$ cat config.mk
export PLATFORM = sky130hd
export DESIGN_NAME = sdt_master
export DESIGN_NICKNAME = d
export VERILOG_FILES = /design/src/rtl/sdt_pkg.sv /design/src/rtl/sdt_master.sv /design/src/rtl/sdt_uart_tx.sv /design/src/rtl/sdt_uart_rx.sv
export VERILOG_INCLUDE_DIRS = /design/src /design/src/rtl
export SDC_FILE = /design/constraint.sdc
export NUM_CORES = 2
export LEC_CHECK = 0
export ABC_AREA = 0
export BUFFER_PORTS_ARGS = -buffer_cell sky130_fd_sc_hd__clkbuf_2
export CAP_MARGIN = 20
export CORE_MARGIN = 5
export CORE_UTILIZATION = 55
export DETAILED_ROUTE_END_ITERATION = 6
export GPL_TIMING_DRIVEN = 0
export PLACE_DENSITY_LB_ADDON = 0.2
export RECOVER_POWER = 50
export SYNTH_ARGS = -nofsm -noshare
export SYNTH_HDL_FRONTEND = slang
export SYNTH_HIERARCHICAL = 1
export SYNTH_SLANG_ARGS = --single-unit
$ cat constraint.sdc
create_clock -name clk -period 4.31 [get_ports clk]
set_input_delay 1.0775 -clock clk [delete_from_list [all_inputs] [get_ports clk]]
set_output_delay 1.0775 -clock clk [all_outputs]
set_load 0.05 [all_outputs]
$ cat src/rtl/sdt_cfg.svh
// constants for the serial drive telegram master: offsets, fields, timing
`ifndef SDT_CFG_SVH
`define SDT_CFG_SVH
// telegram framing
`define SDT_STX            8'h02
`define SDT_ADR_BCAST      5
`define SDT_ADR_MIRROR     6
`define SDT_ADR_SPECIAL    7
`define SDT_NODE_MAX       5'h1e
`define SDT_PROC_MAX       4'h8
`define SDT_PAR_NONE       7'h00
`define SDT_PAR_3W         7'h03
`define SDT_PAR_4W         7'h04
`define SDT_PAR_VAR        7'h7f
// character and gap timing in bit times
`define SDT_BITS_PER_CHAR  11
`define SDT_GAP_BITS       5'h17
// clock and response timing
`define SDT_CLK_HZ         50000000
`define SDT_RESP_DELAY_US  20000
`define SDT_RESP_CYC       (`SDT_RESP_DELAY_US * (`SDT_CLK_HZ / 1000000))
// baud divider limits: clocks per bit at 115200 and at 2400 baud
`define SDT_DIV_MIN        16'h01b2
`define SDT_DIV_MAX        16'h5161
`define SDT_DIV_RST        16'h1458
// register byte offsets
`define SDT_OFS_CTRL       10'h000
`define SDT_OFS_CFG        10'h004
`define SDT_OFS_BAUD       10'h008
`define SDT_OFS_STAT       10'h00c
`define SDT_BUF_SEL_BIT    8
// reset values and fields
`define SDT_CFG_RST        32'h0004_0200
`define SDT_CTRL_START     0
`define SDT_CTRL_CLEAR     1
`define SDT_ST_DONE        0
`define SDT_ST_TIMEOUT     1
`define SDT_ST_CHK         2
`define SDT_ST_START       3
`define SDT_ST_PARITY      4
`define SDT_ST_FRAME       5
`define SDT_ST_CFG         6
`define SDT_ST_ADDR        7
`define SDT_ST_LEN         8
`define SDT_ST_BUSY        16
`define SDT_ST_COUNT_LSB   24
`endif

$ cat src/rtl/sdt_pkg.sv
// types shared by the serial drive telegram master
package sdt_pkg;
  typedef struct packed {
    logic [7:0] data;
    logic       par_err;
    logic       frm_err;
  } sdt_rx_char_t;

  typedef enum logic [4:0] {
    ST_IDLE = 5'h01,
    ST_GAP  = 5'h02,
    ST_SEND = 5'h04,
    ST_WAIT = 5'h08,
    ST_RECV = 5'h10
  } sdt_state_t;
endpackage

$ cat src/rtl/sdt_master.sv
// telegram master: wishbone registers, telegram build, reply check
`timescale 1ns/1ps
`include "sdt_cfg.svh"
////////////////////////////////////////////////////////////////////////////////
// Operation
// telegram starts with start byte 0x02
// count byte equals bytes after it
// mode bits clear: only matching node answers
// broadcast bit: all act, no address check
// mirror bit: addressed node echoes telegram unchanged
// check byte is XOR of preceding bytes
// one character is eleven bit times
// idle gap over two characters between telegrams
// gap inside telegram below start delay
// node address configurable 0 to 30
// baud 2400 to 115200, timings scale
// process words configurable 0 to 8
// parameter channel 0, 3, 4 or variable
// off-time monitor 0 to 65535 ms; the master has no off-time monitor
// parameter words first, then process words
// identifier, index, then value words
// 16-bit value one word, 32-bit two
// byte values sent as zero-extended words
// fixed channel length must match exactly
// variable mode sends only needed words
// prefer four words over three when fixed
// one setting copy per port
// residual time limit 1.5 times (n+3) characters
// reply starts after start delay, before 20 ms
// off-time counter raises process timeout fault; the master has no off-time counter, only reply and residual timeouts
// character: start, 8 data, even parity, stop
// bad telegrams are discarded silently
module sdt_master import sdt_pkg::*; #(
  parameter int BUF_AW   = 6,
  parameter int RESP_CYC = `SDT_RESP_CYC
) (
  // clock and reset
  input  wire logic        clk,
  input  wire logic        reset_n,
  // wishbone slave
  input  wire logic        wb_cyc,
  input  wire logic        wb_stb,
  input  wire logic        wb_we,
  input  wire logic [9:0]  wb_adr,
  input  wire logic [31:0] wb_dat_w,
  input  wire logic [3:0]  wb_sel,
  output logic [31:0]      wb_dat_r,
  output logic             wb_ack,
  // serial line, one instance per port
  output logic             line_txd,
  output logic             line_oe_n,
  input  wire logic        line_rxd
);
  localparam int DEPTH = 1 << BUF_AW;

  sdt_state_t   state_reg, state_next;
  logic [31:0]  cfg_reg, cfg_next, div_reg, div_next;
  logic [8:0]   flg_reg, flg_next, flg_set;
  logic [7:0]   idx_reg, idx_next, chk_reg, chk_next, count_reg, count_next;
  logic [4:0]   gap_reg, gap_next;
  logic [19:0]  tmr_reg, tmr_next;
  logic [15:0]  tick_reg, tick_next;
  logic         ack_next;
  logic [31:0]  rd_next;
  logic [7:0]   tx_buf [DEPTH];
  logic [7:0]   rx_buf [DEPTH];
  logic         tx_valid, tx_ready, rx_valid, rx_busy, tick;
  logic [7:0]   tx_byte;
  sdt_rx_char_t rx_char;
  logic         req, wr, start, clr, busy;
  logic [7:0]   adr_byte, n_bytes;
  logic [3:0]   proc_w, par_w;
  logic [6:0]   par_set;
  logic         cfg_ok, bcast, rx_ok;
  logic [15:0]  resid_lim;
  logic [BUF_AW-1:0] rx_wa;

  function automatic logic [31:0] merge(input logic [31:0] o, input logic [31:0] n,
                                        input logic [3:0] s);
    logic [31:0] r;
    r = o;
    for (int i = 0; i < 4; i++) begin
      if (s[i]) r[8*i +: 8] = n[8*i +: 8];
    end
    return r;
  endfunction

  ////////////////////////////////////////////////////////////////////////////
  // configuration decode
  assign adr_byte = cfg_reg[7:0];
  assign proc_w   = cfg_reg[11:8];
  assign par_set  = cfg_reg[22:16];
  // variable channel takes its word count from the task, fixed from setting
  assign par_w    = (par_set == `SDT_PAR_VAR) ? cfg_reg[27:24] : par_set[3:0];
  // five-bit sum: up to 15 variable words plus 8 process words
  assign n_bytes  = {2'b00, 5'(par_w) + 5'(proc_w), 1'b0};
  assign bcast    = adr_byte[`SDT_ADR_BCAST];
  assign cfg_ok   = (adr_byte[4:0] <= `SDT_NODE_MAX) && (proc_w <= `SDT_PROC_MAX)
                 && (par_set == `SDT_PAR_NONE || par_set == `SDT_PAR_3W
                     || par_set == `SDT_PAR_4W || par_set == `SDT_PAR_VAR)
                 && (div_reg[15:0] >= `SDT_DIV_MIN) && (div_reg[15:0] <= `SDT_DIV_MAX)
                 && (32'(n_bytes) <= 32'(DEPTH));
  assign busy     = (state_reg != ST_IDLE);

  ////////////////////////////////////////////////////////////////////////////
  // wishbone slave: answer one cycle after the request, unmapped reads zero
  assign req   = wb_cyc && wb_stb && !wb_ack;
  assign wr    = wb_cyc && wb_stb && wb_we && wb_ack;
  assign start = wr && wb_adr == `SDT_OFS_CTRL && wb_sel[0] && wb_dat_w[`SDT_CTRL_START];
  assign clr   = wr && wb_adr == `SDT_OFS_CTRL && wb_sel[0] && wb_dat_w[`SDT_CTRL_CLEAR];
  assign ack_next = req;

  always_comb begin
    rd_next = 32'h0000_0000;
    if (wb_adr[9:`SDT_BUF_SEL_BIT] == 2'b01) begin
      rd_next = {24'h000000, rx_buf[wb_adr[BUF_AW+1:2]]};
    end else begin
      unique case (wb_adr)
        `SDT_OFS_CFG:  rd_next = cfg_reg;
        `SDT_OFS_BAUD: rd_next = div_reg;
        `SDT_OFS_STAT: rd_next = {count_reg, 7'h00, busy, 7'h00, flg_reg};
        default:       rd_next = 32'h0000_0000;
      endcase
    end
  end

  // settings are frozen while a telegram is in flight
  assign cfg_next = (wr && !busy && wb_adr == `SDT_OFS_CFG) ?
                    merge(cfg_reg, wb_dat_w, wb_sel) : cfg_reg;
  assign div_next = (wr && !busy && wb_adr == `SDT_OFS_BAUD) ?
                    merge(div_reg, wb_dat_w, wb_sel) : div_reg;

  // words go out in buffer address order, not load order: identifier, index, values
  always_ff @(posedge clk) begin
    if (wr && !busy && wb_adr[9:`SDT_BUF_SEL_BIT] == 2'b01 && wb_sel[0]) begin
      tx_buf[wb_adr[BUF_AW+1:2]] <= wb_dat_w[7:0];
    end
    if (state_reg == ST_RECV && rx_ok && idx_reg >= 8'h03 && idx_reg < count_reg + 8'h01) begin
      rx_buf[rx_wa] <= rx_char.data;
    end
  end
  assign rx_wa = BUF_AW'(idx_reg - 8'h03);

  ////////////////////////////////////////////////////////////////////////////
  // line side
  sdt_uart_tx u_tx (
    .clk       (clk),
    .reset_n   (reset_n),
    .baud_div  (div_reg[15:0]),
    .tx_valid  (tx_valid),
    .tx_data   (tx_byte),
    .tx_ready  (tx_ready),
    .line_txd  (line_txd),
    .line_oe_n (line_oe_n)
  );

  sdt_uart_rx u_rx (
    .clk      (clk),
    .reset_n  (reset_n),
    .baud_div (div_reg[15:0]),
    .line_rxd (line_rxd),
    .rx_valid (rx_valid),
    .rx_char  (rx_char),
    .rx_busy  (rx_busy)
  );

  // the own transmission echoes on a half-duplex bus and is not a reply
  assign rx_ok     = rx_valid && tx_ready && line_oe_n;
  assign tick      = (tick_reg == div_reg[15:0] - 16'h0001);
  assign tick_next = tick ? 16'h0000 : tick_reg + 16'h0001;
  assign tx_valid  = (state_reg == ST_SEND) && (idx_reg <= n_bytes + 8'h03);
  // 1.5 * (n + 3) characters of 11 bits, with n + 3 equal to count + 1
  assign resid_lim = 16'((17'(count_reg) + 17'h1) * 17'd33 >> 1);

  always_comb begin
    unique case (idx_reg)
      8'h00:   tx_byte = `SDT_STX;
      8'h01:   tx_byte = n_bytes + 8'h02;
      8'h02:   tx_byte = adr_byte;
      default: tx_byte = (idx_reg == n_bytes + 8'h03) ? chk_reg
                         : tx_buf[BUF_AW'(idx_reg - 8'h03)];
    endcase
  end

  ////////////////////////////////////////////////////////////////////////////
  // telegram sequencer
  always_comb begin
    state_next = state_reg;
    idx_next   = idx_reg;
    chk_next   = chk_reg;
    count_next = count_reg;
    gap_next   = gap_reg;
    tmr_next   = tmr_reg;
    flg_set    = 9'h000;
    unique case (state_reg)
      ST_IDLE: begin
        if (start && cfg_ok) begin
          state_next = ST_GAP;
          gap_next   = 5'h00;
        end else if (start) begin
          flg_set[`SDT_ST_CFG] = 1'b1;
        end
      end
      ST_GAP: begin
        // any line activity restarts the start delay
        if (rx_busy) begin
          gap_next = 5'h00;
        end else if (gap_reg == `SDT_GAP_BITS) begin
          state_next = ST_SEND;
          idx_next   = 8'h00;
          chk_next   = 8'h00;
        end else if (tick) begin
          gap_next = gap_reg + 5'h01;
        end
      end
      ST_SEND: begin
        // characters leave back to back, so no inner gap reaches the start delay
        if (tx_valid && tx_ready) begin
          chk_next = chk_reg ^ tx_byte;
          idx_next = idx_reg + 8'h01;
        end else if (!tx_valid && tx_ready && line_oe_n) begin
          // a broadcast is never answered
          state_next = bcast ? ST_IDLE : ST_WAIT;
          flg_set[`SDT_ST_DONE] = bcast;
          tmr_next = 20'h00000;
        end
      end
      ST_WAIT: begin
        tmr_next = tmr_reg + 20'h00001;
        if (rx_ok) begin
          state_next = (rx_char.data == `SDT_STX) ? ST_RECV : ST_IDLE;
          flg_set[`SDT_ST_START] = (rx_char.data != `SDT_STX);
          idx_next = 8'h01;
          chk_next = rx_char.data;
          count_next = 8'hff;
          tmr_next = 20'h00000;
        end else if (tmr_reg == 20'(RESP_CYC - 1)) begin
          state_next = ST_IDLE;
          flg_set[`SDT_ST_TIMEOUT] = 1'b1;
        end
      end
      ST_RECV: begin
        if (tick) tmr_next = tmr_reg + 20'h00001;
        if (rx_ok && (rx_char.par_err || rx_char.frm_err)) begin
          state_next = ST_IDLE;
        end else if (rx_ok) begin
          chk_next = chk_reg ^ rx_char.data;
          idx_next = idx_reg + 8'h01;
          if (idx_reg == 8'h01) begin
            count_next = rx_char.data;
            if (rx_char.data < 8'h02) begin
              state_next = ST_IDLE;
              flg_set[`SDT_ST_LEN] = 1'b1;
            end
          end else if (idx_reg == 8'h02) begin
            flg_set[`SDT_ST_ADDR] = (rx_char.data[4:0] != adr_byte[4:0]);
          end else if (idx_reg == count_reg + 8'h01) begin
            state_next = ST_IDLE;
            flg_set[`SDT_ST_DONE] = 1'b1;
            flg_set[`SDT_ST_CHK]  = (rx_char.data != chk_reg);
          end
        end else if (tmr_reg > 20'(resid_lim)) begin
          state_next = ST_IDLE;
          flg_set[`SDT_ST_TIMEOUT] = 1'b1;
        end
      end
      default: state_next = ST_IDLE;
    endcase
    flg_set[`SDT_ST_PARITY] = rx_valid && rx_char.par_err;
    flg_set[`SDT_ST_FRAME]  = rx_valid && rx_char.frm_err;
    // an event in the clearing cycle survives
    flg_next = (clr ? 9'h000 : flg_reg) | flg_set;
  end

  always_ff @(posedge clk or negedge reset_n) begin
    if (!reset_n) begin
      state_reg <= ST_IDLE;
      cfg_reg   <= `SDT_CFG_RST;
      div_reg   <= {16'h0000, `SDT_DIV_RST};
      flg_reg   <= 9'h000;
      idx_reg   <= 8'h00;
      chk_reg   <= 8'h00;
      count_reg <= 8'h00;
      gap_reg   <= 5'h00;
      tmr_reg   <= 20'h00000;
      tick_reg  <= 16'h0000;
      wb_ack    <= 1'b0;
      wb_dat_r  <= 32'h0000_0000;
    end else begin
      state_reg <= state_next;
      cfg_reg   <= cfg_next;
      div_reg   <= div_next;
      flg_reg   <= flg_next;
      idx_reg   <= idx_next;
      chk_reg   <= chk_next;
      count_reg <= count_next;
      gap_reg   <= gap_next;
      tmr_reg   <= tmr_next;
      tick_reg  <= tick_next;
      wb_ack    <= ack_next;
      wb_dat_r  <= req ? rd_next : wb_dat_r;
    end
  end

  ////////////////////////////////////////////////////////////////////////////
  // checks
  a_stx_first: assert property (@(posedge clk) disable iff (!reset_n)
    $rose(state_reg == ST_SEND) |-> tx_valid && tx_byte == `SDT_STX)
    else $error("first byte is not start byte");
  a_count_value: assert property (@(posedge clk) disable iff (!reset_n)
    tx_valid && tx_ready && idx_reg == 8'h01 |-> tx_byte == n_bytes + 8'h02)
    else $error("count byte wrong");
  a_gap_before: assert property (@(posedge clk) disable iff (!reset_n)
    $rose(state_reg == ST_SEND) |-> $past(gap_reg) == `SDT_GAP_BITS && $past(state_reg) == ST_GAP)
    else $error("telegram sent without start delay");
  a_chk_sent: assert property (@(posedge clk) disable iff (!reset_n)
    tx_valid && tx_ready && idx_reg == n_bytes + 8'h03 |-> tx_byte == chk_reg)
    else $error("check byte not the running xor");
  a_bcast_idle: assert property (@(posedge clk) disable iff (!reset_n)
    state_reg == ST_SEND && state_next != ST_SEND && bcast |=> state_reg == ST_IDLE
    && flg_reg[`SDT_ST_DONE])
    else $error("broadcast waits for a reply");
  a_cfg_refuse: assert property (@(posedge clk) disable iff (!reset_n)
    state_reg == ST_IDLE && start && !cfg_ok |=> state_reg == ST_IDLE && flg_reg[`SDT_ST_CFG])
    else $error("bad settings not refused");
  a_resid_limit: assert property (@(posedge clk) disable iff (!reset_n)
    state_reg == ST_RECV && !rx_ok && tmr_reg > 20'(resid_lim) |=> state_reg == ST_IDLE
    && flg_reg[`SDT_ST_TIMEOUT])
    else $error("residual time overrun missed");
  a_chk_check: assert property (@(posedge clk) disable iff (!reset_n)
    state_reg == ST_RECV && rx_ok && !rx_char.par_err && !rx_char.frm_err
    && idx_reg == count_reg + 8'h01 && rx_char.data != chk_reg |=> flg_reg[`SDT_ST_CHK])
    else $error("bad check byte not flagged");
endmodule // sdt_master

$ cat src/rtl/sdt_uart_tx.sv
// character transmitter: start, 8 data lsb first, even parity, stop
`timescale 1ns/1ps
`include "sdt_cfg.svh"
module sdt_uart_tx import sdt_pkg::*; (
  // clock and reset
  input  wire logic        clk,
  input  wire logic        reset_n,
  // character request
  input  wire logic [15:0] baud_div,
  input  wire logic        tx_valid,
  input  wire logic [7:0]  tx_data,
  output logic             tx_ready,
  // line
  output logic             line_txd,
  output logic             line_oe_n
);
  logic [10:0] shift_reg, shift_next;
  logic [3:0]  bit_reg, bit_next;
  logic [15:0] cnt_reg, cnt_next;
  logic        busy_reg, busy_next;

  assign tx_ready = !busy_reg;

  always_comb begin
    shift_next = shift_reg;
    bit_next   = bit_reg;
    cnt_next   = cnt_reg;
    busy_next  = busy_reg;
    if (!busy_reg && tx_valid) begin
      shift_next = {1'b1, ^tx_data, tx_data, 1'b0};
      bit_next   = 4'h0;
      cnt_next   = 16'h0000;
      busy_next  = 1'b1;
    end else if (busy_reg) begin
      cnt_next = cnt_reg + 16'h0001;
      if (cnt_reg == baud_div - 16'h0001) begin
        cnt_next   = 16'h0000;
        shift_next = {1'b1, shift_reg[10:1]};
        bit_next   = bit_reg + 4'h1;
        if (bit_reg == 4'(`SDT_BITS_PER_CHAR - 1)) begin
          busy_next = 1'b0;
        end
      end
    end
  end

  always_ff @(posedge clk or negedge reset_n) begin
    if (!reset_n) begin
      shift_reg <= 11'h7ff;
      bit_reg   <= 4'h0;
      cnt_reg   <= 16'h0000;
      busy_reg  <= 1'b0;
      line_txd  <= 1'b1;
      line_oe_n <= 1'b1;
    end else begin
      shift_reg <= shift_next;
      bit_reg   <= bit_next;
      cnt_reg   <= cnt_next;
      busy_reg  <= busy_next;
      line_txd  <= busy_next ? shift_next[0] : 1'b1;
      line_oe_n <= !busy_next;
    end
  end
endmodule // sdt_uart_tx

$ cat src/rtl/sdt_uart_rx.sv
// character receiver with two-flop input sync, parity and stop check
`timescale 1ns/1ps
`include "sdt_cfg.svh"
module sdt_uart_rx import sdt_pkg::*; (
  // clock and reset
  input  wire logic        clk,
  input  wire logic        reset_n,
  // line
  input  wire logic [15:0] baud_div,
  input  wire logic        line_rxd,
  // received character
  output logic             rx_valid,
  output sdt_rx_char_t     rx_char,
  output logic             rx_busy
);
  logic        s1_reg, s2_reg, s3_reg;
  logic [10:0] sh_reg, sh_next;
  logic [3:0]  bit_reg, bit_next;
  logic [15:0] cnt_reg, cnt_next;
  logic        act_reg, act_next;
  logic        vld_next;
  sdt_rx_char_t chr_next;

  assign rx_busy = act_reg;

  always_comb begin
    sh_next  = sh_reg;
    bit_next = bit_reg;
    cnt_next = cnt_reg;
    act_next = act_reg;
    vld_next = 1'b0;
    chr_next = rx_char;
    if (!act_reg) begin
      if (s3_reg && !s2_reg) begin
        act_next = 1'b1;
        bit_next = 4'h0;
        cnt_next = {1'b0, baud_div[15:1]};
      end
    end else if (cnt_reg == 16'h0000) begin
      cnt_next = baud_div - 16'h0001;
      sh_next  = {s2_reg, sh_reg[10:1]};
      bit_next = bit_reg + 4'h1;
      // a glitch that is high at mid start bit is not a character
      if (bit_reg == 4'h0 && s2_reg) begin
        act_next = 1'b0;
      end else if (bit_reg == 4'(`SDT_BITS_PER_CHAR - 1)) begin
        act_next         = 1'b0;
        vld_next         = 1'b1;
        chr_next.data    = sh_next[8:1];
        chr_next.par_err = ^sh_next[9:1];
        chr_next.frm_err = !s2_reg;
      end
    end else begin
      cnt_next = cnt_reg - 16'h0001;
    end
  end

  always_ff @(posedge clk or negedge reset_n) begin
    if (!reset_n) begin
      s1_reg   <= 1'b1;
      s2_reg   <= 1'b1;
      s3_reg   <= 1'b1;
      sh_reg   <= 11'h000;
      bit_reg  <= 4'h0;
      cnt_reg  <= 16'h0000;
      act_reg  <= 1'b0;
      rx_valid <= 1'b0;
      rx_char  <= '0;
    end else begin
      s1_reg   <= line_rxd;
      s2_reg   <= s1_reg;
      s3_reg   <= s2_reg;
      sh_reg   <= sh_next;
      bit_reg  <= bit_next;
      cnt_reg  <= cnt_next;
      act_reg  <= act_next;
      rx_valid <= vld_next;
      rx_char  <= chr_next;
    end
  end
endmodule // sdt_uart_rx

Word-level counts from Yosys, hierarchy flattened
Memory sizes are Yosys's and may differ from the RTL's.
Index checks and enable logic that the tools add are counted.
W data, S select, Z words.

word-level totals
  bits in writable memories = 1,024
  flip-flop bits (word level) = 256
  memories kept = 2
  input port bits = 52
  output and inout port bits = 35
  word-level logic and storage cells = 302

memories
  memory  words  bits a word  read ports  clocked after memory_dff  write ports  line              RTL
  rx_buf  64     8            1           0                         1            sdt_master.sv:66  logic [7:0] rx_buf [DEPTH];
  tx_buf  64     8            1           0                         1            sdt_master.sv:65  logic [7:0] tx_buf [DEPTH];

cells by class
  $lt $le $gt $ge = 10
  bitwise logic cells = 4
  equality and inequality tests = 46
  multiplexer cells = 114
  multiply operators = 1
  add/sub/neg operators = 15
  reduce and logical (&&, ||, !) cells = 74

operators by type and width
  operator                 number
  $mux W8                  15
  $mux W16                 7
  $pmux W32 S3             1
  $mux W5                  19
  $mux W20                 4
  $pmux W8 S4              2
  $pmux W20 S3             1
  $mux W1                  42
  $logic_and A1 B1 Y1      33
  $mux W11                 3
  $add A16 B1 Y16 const B  2
  $eq A16 B16 Y1           2
  $mux W32                 1
  $mux W4                  8
  $sub A16 B1 Y16 const B  2
  $pmux W5 S5              1
  $pmux W8 S3              1
  $reduce_and A2 Y1        11
  $add A20 B1 Y20 const B  1
  $eq A10 B4 Y1 const B    2
  $eq A20 B20 Y1 const B   1
  $gt A20 B14 Y1           1
  $ne A2 B2 Y1 const B     9
  $add A8 B1 Y8 const B    2
  67 further kinds         93

Logic depth before layout (Yosys ltp)
  word-level depth = 13
  depth in mapped cells = 25
  gate-level depth less buffers = 24

Cells and area by module
The synthesis kept the hierarchy.

by module, submodules not included
  module       area each (µm²)  instances  cells an instance  seq. area each (µm²)
  sdt_master   50,795.0         1          3,031              35,163.7
  sdt_uart_rx  2,716.4          1          264                1,104.8
  sdt_uart_tx  2,478.6          1          289                867.1

Worst setup path before layout
No wires, ideal clock.

  path type = reg-to-reg
  from = register cfg_reg[18]
  to = register u_tx.shift_reg[9]
  cell stages (with the launch flop) = 25
  data required time = 4,227 ps
  path buffers = 1
  library setup time = 83 ps
  setup slack = -43 ps
  data arrival time = 4,270 ps
  clock period less this slack = 4,353 ps
  cells stage by stage = dfstp_2 nand4_1 o21a_1 ha_1 inv_1 fa_1 inv_1 ha_1 nand2_1 nor3_1 xnor2_1 ha_1 nand2_1 or3_1 clkbuf_1 o2111a_1 nand4_1 o31ai_1 inv_1 xor2_1 xnor2_1 xnor2_1 nor2_1 a31oi_1 o21ai_1

on the way
  word-level cells in the longest chain between the ends = 9
  elaborated cells on any way between the ends = 16
  classes of those cells = 3 x add/sub; 1 x order compare; 2 x eq/ne; 4 x mux; 6 x reduce/logical

ends and longest elaborated chain
  what                           line               RTL
  from (decl)                    sdt_master.sv:57   logic [31:0] cfg_reg, cfg_next, div_reg, div_next;
  from (signal assigned)         sdt_master.sv:278  cfg_reg <= `SDT_CFG_RST;
  from (signal assigned)         sdt_master.sv:291  cfg_reg <= cfg_next;
  $eq A7 B7 Y1 (no source line)  n/a
  $mux W4 (*)                    sdt_master.sv:94   assign par_w = (par_set == `SDT_PAR_VAR) ? cfg_reg[27:24] : par_set[3:0];
  $add A4 B4 Y5 (*)              sdt_master.sv:96   assign n_bytes = {2'b00, 5'(par_w) + 5'(proc_w), 1'b0};
  $add A6 B2 Y7 (*)              sdt_master.sv:180  default: tx_byte = (idx_reg == n_bytes + 8'h03) ? chk_reg
  $eq A8 B7 Y1 (*)               sdt_master.sv:180
  $mux W8 (*)                    sdt_master.sv:180
  $pmux W8 S3 (*)                sdt_master.sv:176  unique case (idx_reg)
  net tx_byte[0]                 sdt_master.sv:68   logic [7:0] tx_byte;
  $reduce_xor A8 Y1 (*)          sdt_uart_tx.sv:30  shift_next = {1'b1, ^tx_data, tx_data, 1'b0};
  $mux W11 (*)                   sdt_uart_tx.sv:29  if (!busy_reg && tx_valid) begin
  to (signal assigned)           sdt_uart_tx.sv:56  shift_reg <= shift_next;
  to (decl)                      sdt_uart_tx.sv:17  logic [10:0] shift_reg, shift_next;

Mark *: on every way through the listed nets, which the timed path passes. The rest lies on a longest branch.
A chain may end at the register's enable or synchronous reset.

Worst setup path in the final report
  from = register cfg_reg[19]
  to = register u_tx.shift_reg[9]

The elaborated chain is that of the path after synthesis.

==> out/metrics.cfg <==
[status]
outcome = finished with violations
failed_checks = max-capacitance violations, max-slew violations, negative setup slack

[grt]
grt_pass1_vias = 34500
grt_max_degree = 104
overflow = 0
track_usage_pct = 29.8
antenna_found_initial = 3
grt_pass1_wl_mm = 235

[detailed_routing]
drtIter0Drc = 4611
vias = 35600
detail_route.wl_per_cell_um = 30.2
vias_per_cell = 6.61
antenna_left = 0
drtPass1Iterations = 6
drc = 0
wl_mm = 162

[placement]
gp_congestion = 0.930
dp.cells = 5061
place_ws_ps = -2610
postPlaceCellArea_mm2 = 0.0586
dpl.hpwl_mm = 108
io_buffers = 81

[logic_synthesis]
async_reset_ff_share_pct = 19.9
synth_nets = 3703
synth-seq-cells = 1278
syn_area_per_cell_um2 = 15.6
synth.cell_area_mm2 = 0.0560
seq_area_frac_synth_pct = 66.3
yosysWarningCount = 6
ys.flop_type = edfxtp_1
synth_cell_type_count = 104
syn-instance-count = 3584
synth_edf_count = 1024

[finish]
syn_to_final_growth_pct = 16.8
fillers = 7126
nNetsFinal = 4019
utilization_pct = 64.5
fin_cells = 5379
finalInstanceArea_mm2 = 0.0654
drive_above_1_share_pct = 28.5

[die]
rows = 117
design.core.area_mm2 = 0.101
ios = 87
die_y_um = 329
dieWidth_um = 329
die_area_mm2 = 0.108
start_util_pct = 55.2

[cts]
cts_root_buffer = clkbuf_16
postCtsHoldBufs = 0
numCtsBuffers = 133
clk_pin_slew_ps = 60
clk_latency_ps = 760
clock_sinks = 1278
cts_htree_levels = 4
cts_tree = done
clk_path_buf_depth = 3

[hold_path]
whs_path_depth = 0
hold_class = reg2reg
holdPathEnd = u_rx/s2_reg$_DFF_PN1_
min-delay-start = u_rx/s1_reg$_DFF_PN1_

[timing]
hold_viol = 0
fin_worst_hold_slack_ps = 361
rsz0062_at_grt = yes
slew_violations = 945
worst_pin_slew_ps = 4230
period_needed_ps = 4930
fmax_mhz = 203
clock_skew_ps = 29.1
setup_viol = 168
setup_slack_ps = -620
max_slew_margin_pct = -182
fin_crit_sh_pct = 114

[power_and_ir_drop]
p_int_uw = 20400
swShare_pct = 21.4
power.switching_uw = 5540
power_density_mw_per_mm2 = 396
p_comb_share_pct = 3.1
pwr-share-clk_pct = 45.0
power_leakage_uw = 0.0212
ir_drop_v = 0.000376
seq_power_share_pct = 51.8

[setup_path]
r2r_start = cfg_reg[19]$_DFFE_PN0P_
start_kind = register
cp_max_fo = 5
worstPathRequired_ps = 4970
ff2ff_setup_slack_ps = -620
r2r_end = u_tx/shift_reg[9]$_DFFE_PN1P_
endpoint_kind = register
critical_path_class = reg2reg
ff2ff_path_depth = 24
arrival_ps = 5590

[run]
cap_violations = 23

[how the worst max path moves through the flow]
| stage | slack [ps] | depth (start not counted) | start | endpoint |
|---|---|---|---|---|
| global route | -810 | 23 | cfg_reg[20]$_DFFE_PN0P_ | u_tx/shift_reg[9]$_DFFE_PN1P_ |
| finish | -620 | 24 | cfg_reg[19]$_DFFE_PN0P_ | u_tx/shift_reg[9]$_DFFE_PN1P_ |
| floorplan | 20 | 22 | cfg_reg[20]$_DFFE_PN0P_ | u_tx/shift_reg[9]$_DFFE_PN1P_ |
| global placement | -3350 | 1 | reset_n | wb_dat_r[30]$_DFFE_PN0P_ |
| detailed placement | -2610 | 7 | wb_adr[3] | tx_buf[63][6]$_DFFE_PP_ |
| CTS | -620 | 25 | cfg_reg[19]$_DFFE_PN0P_ | u_tx/shift_reg[9]$_DFFE_PN1P_ |
[cell families (layout without fill, tap and decap cells)]
logic type / count (synthesis) / in the layout / synth area share [%]
buf+inv: 253 / 675 / 1.93
compound gates: 521 / 521 / 6.48
fa+ha+maj: 67 / 67 / 1.52
xor+xnor: 112 / 112 / 1.78
flops: 1278 / 1278 / 66.3
other cells: 1 / 4 / 0.00670
mux: 451 / 451 / 14.1
simple gates: 901 / 903 / 7.82
[critical path: stages (launching register included)]
cell and delay (ps):
dfrtp_2 370, and4_1 180, nand4_1 230, buf_4 240
o21a_1 180, ha_1 350, a21oi_2 90, a21oi_1 330
nor3_4 90, xnor2_2 240, ha_1 310, nand2_2 80
or3_4 160, clkbuf_16 150, buf_4 110, o2111a_1 170
nand4_1 240, o31ai_4 400, inv_2 100, xor2_1 190
xnor2_1 190, xnor2_1 150, nor2_1 60, a31oi_1 130
o21ai_1 80
[cells in the final DEF, fill, tap and decap left out, drive strengths merged, types with 24 or more instances in the layout]
master / netlist / routed
clkbuf: 108 / 401
mux2: 106 / 106
ha: 65 / 65
o211ai: 25 / 25
mux2i: 84 / 84
mux4: 261 / 261
clkinv: 4 / 36
nor2: 272 / 273
and3: 32 / 32
nand2: 247 / 247
and2: 25 / 25
or4: 28 / 28
xor2: 36 / 36
nand3: 89 / 89
edfxtp: 1024 / 1024
o21ai: 125 / 125
dfstp: 24 / 24
buf: 79 / 149
a22oi: 38 / 38
a21oi: 74 / 74
dfrtp: 230 / 230
inv: 62 / 68
or3: 30 / 30
xnor2: 75 / 75
o31ai: 29 / 29
nor3: 52 / 52
[synth_stat cells (18+ instances only)]
cell	number	area share [%]
a21o_1	22	0.29
and2_1	22	0.25
dfstp_2	24	1.1
nand2_1	247	1.7
clkbuf_1	107	0.72
mux2_2	99	2.0
nor3_1	48	0.43
buf_2	38	0.34
o211ai_1	24	0.32
or3_1	30	0.34
mux4_2	261	10
nor2_1	272	1.8
ha_1	65	1.5
buf_1	25	0.17
mux2i_1	84	1.5
nor4_1	18	0.20
o21ai_0	111	0.99
nand4_1	23	0.26
dfrtp_1	230	10
a21oi_1	73	0.65
xor2_1	36	0.56
edfxtp_1	1024	55
inv_1	62	0.42
and3_1	32	0.36
o22ai_1	19	0.21
or4_1	27	0.36
o31ai_1	29	0.39
a31oi_1	22	0.25
a22oi_1	38	0.51
nand3_1	88	0.79
xnor2_1	75	1.2
[per-stage QoR]
step | power (µW) | TNS [ps]
floorplan | 14100 | 0
global placement | 14400 | -2911710
detailed placement | 14500 | -1680170
CTS | 26000 | -10280
global route | 26600 | -103810
finish | 25900 | -21600
[power groups by stage]
stage	sequential, µW	combinational, µW	clock, µW
after floorplan	13700	408	0
after global placement	13700	760	0
after detailed placement	13700	808	0
after CTS	13400	821	11700
after global routing	13400	876	12300
final	13400	815	11700
[metal layers]
layer	global-route usage [%]	wire length, µm
met5	0	0
met4	10.3	6040
met3	6.54	17200
met2	46.5	76500
met1	42.4	62700
[timing repair]
action,in CTS,in global routing
resized for setup,412,151
setup endpoints to repair,1053,808
pin swaps,44,62
setup buffers,41,26
gates cloned,6,2
[cell type report]
type	count	area, µm²	area share (%)
inverter	66	253	0.386
sequential	1278	37100	56.8
antenna	3	7.51	0.0115
clock buffer	191	3710	5.67
tap	1368	1710	2.62
clock inverter	52	719	1.10
multi-input combinational	2055	19500	29.8
buffer	187	1100	1.68
timing repair buffer	179	1290	1.97
Power figures use the tool's default switching activity.
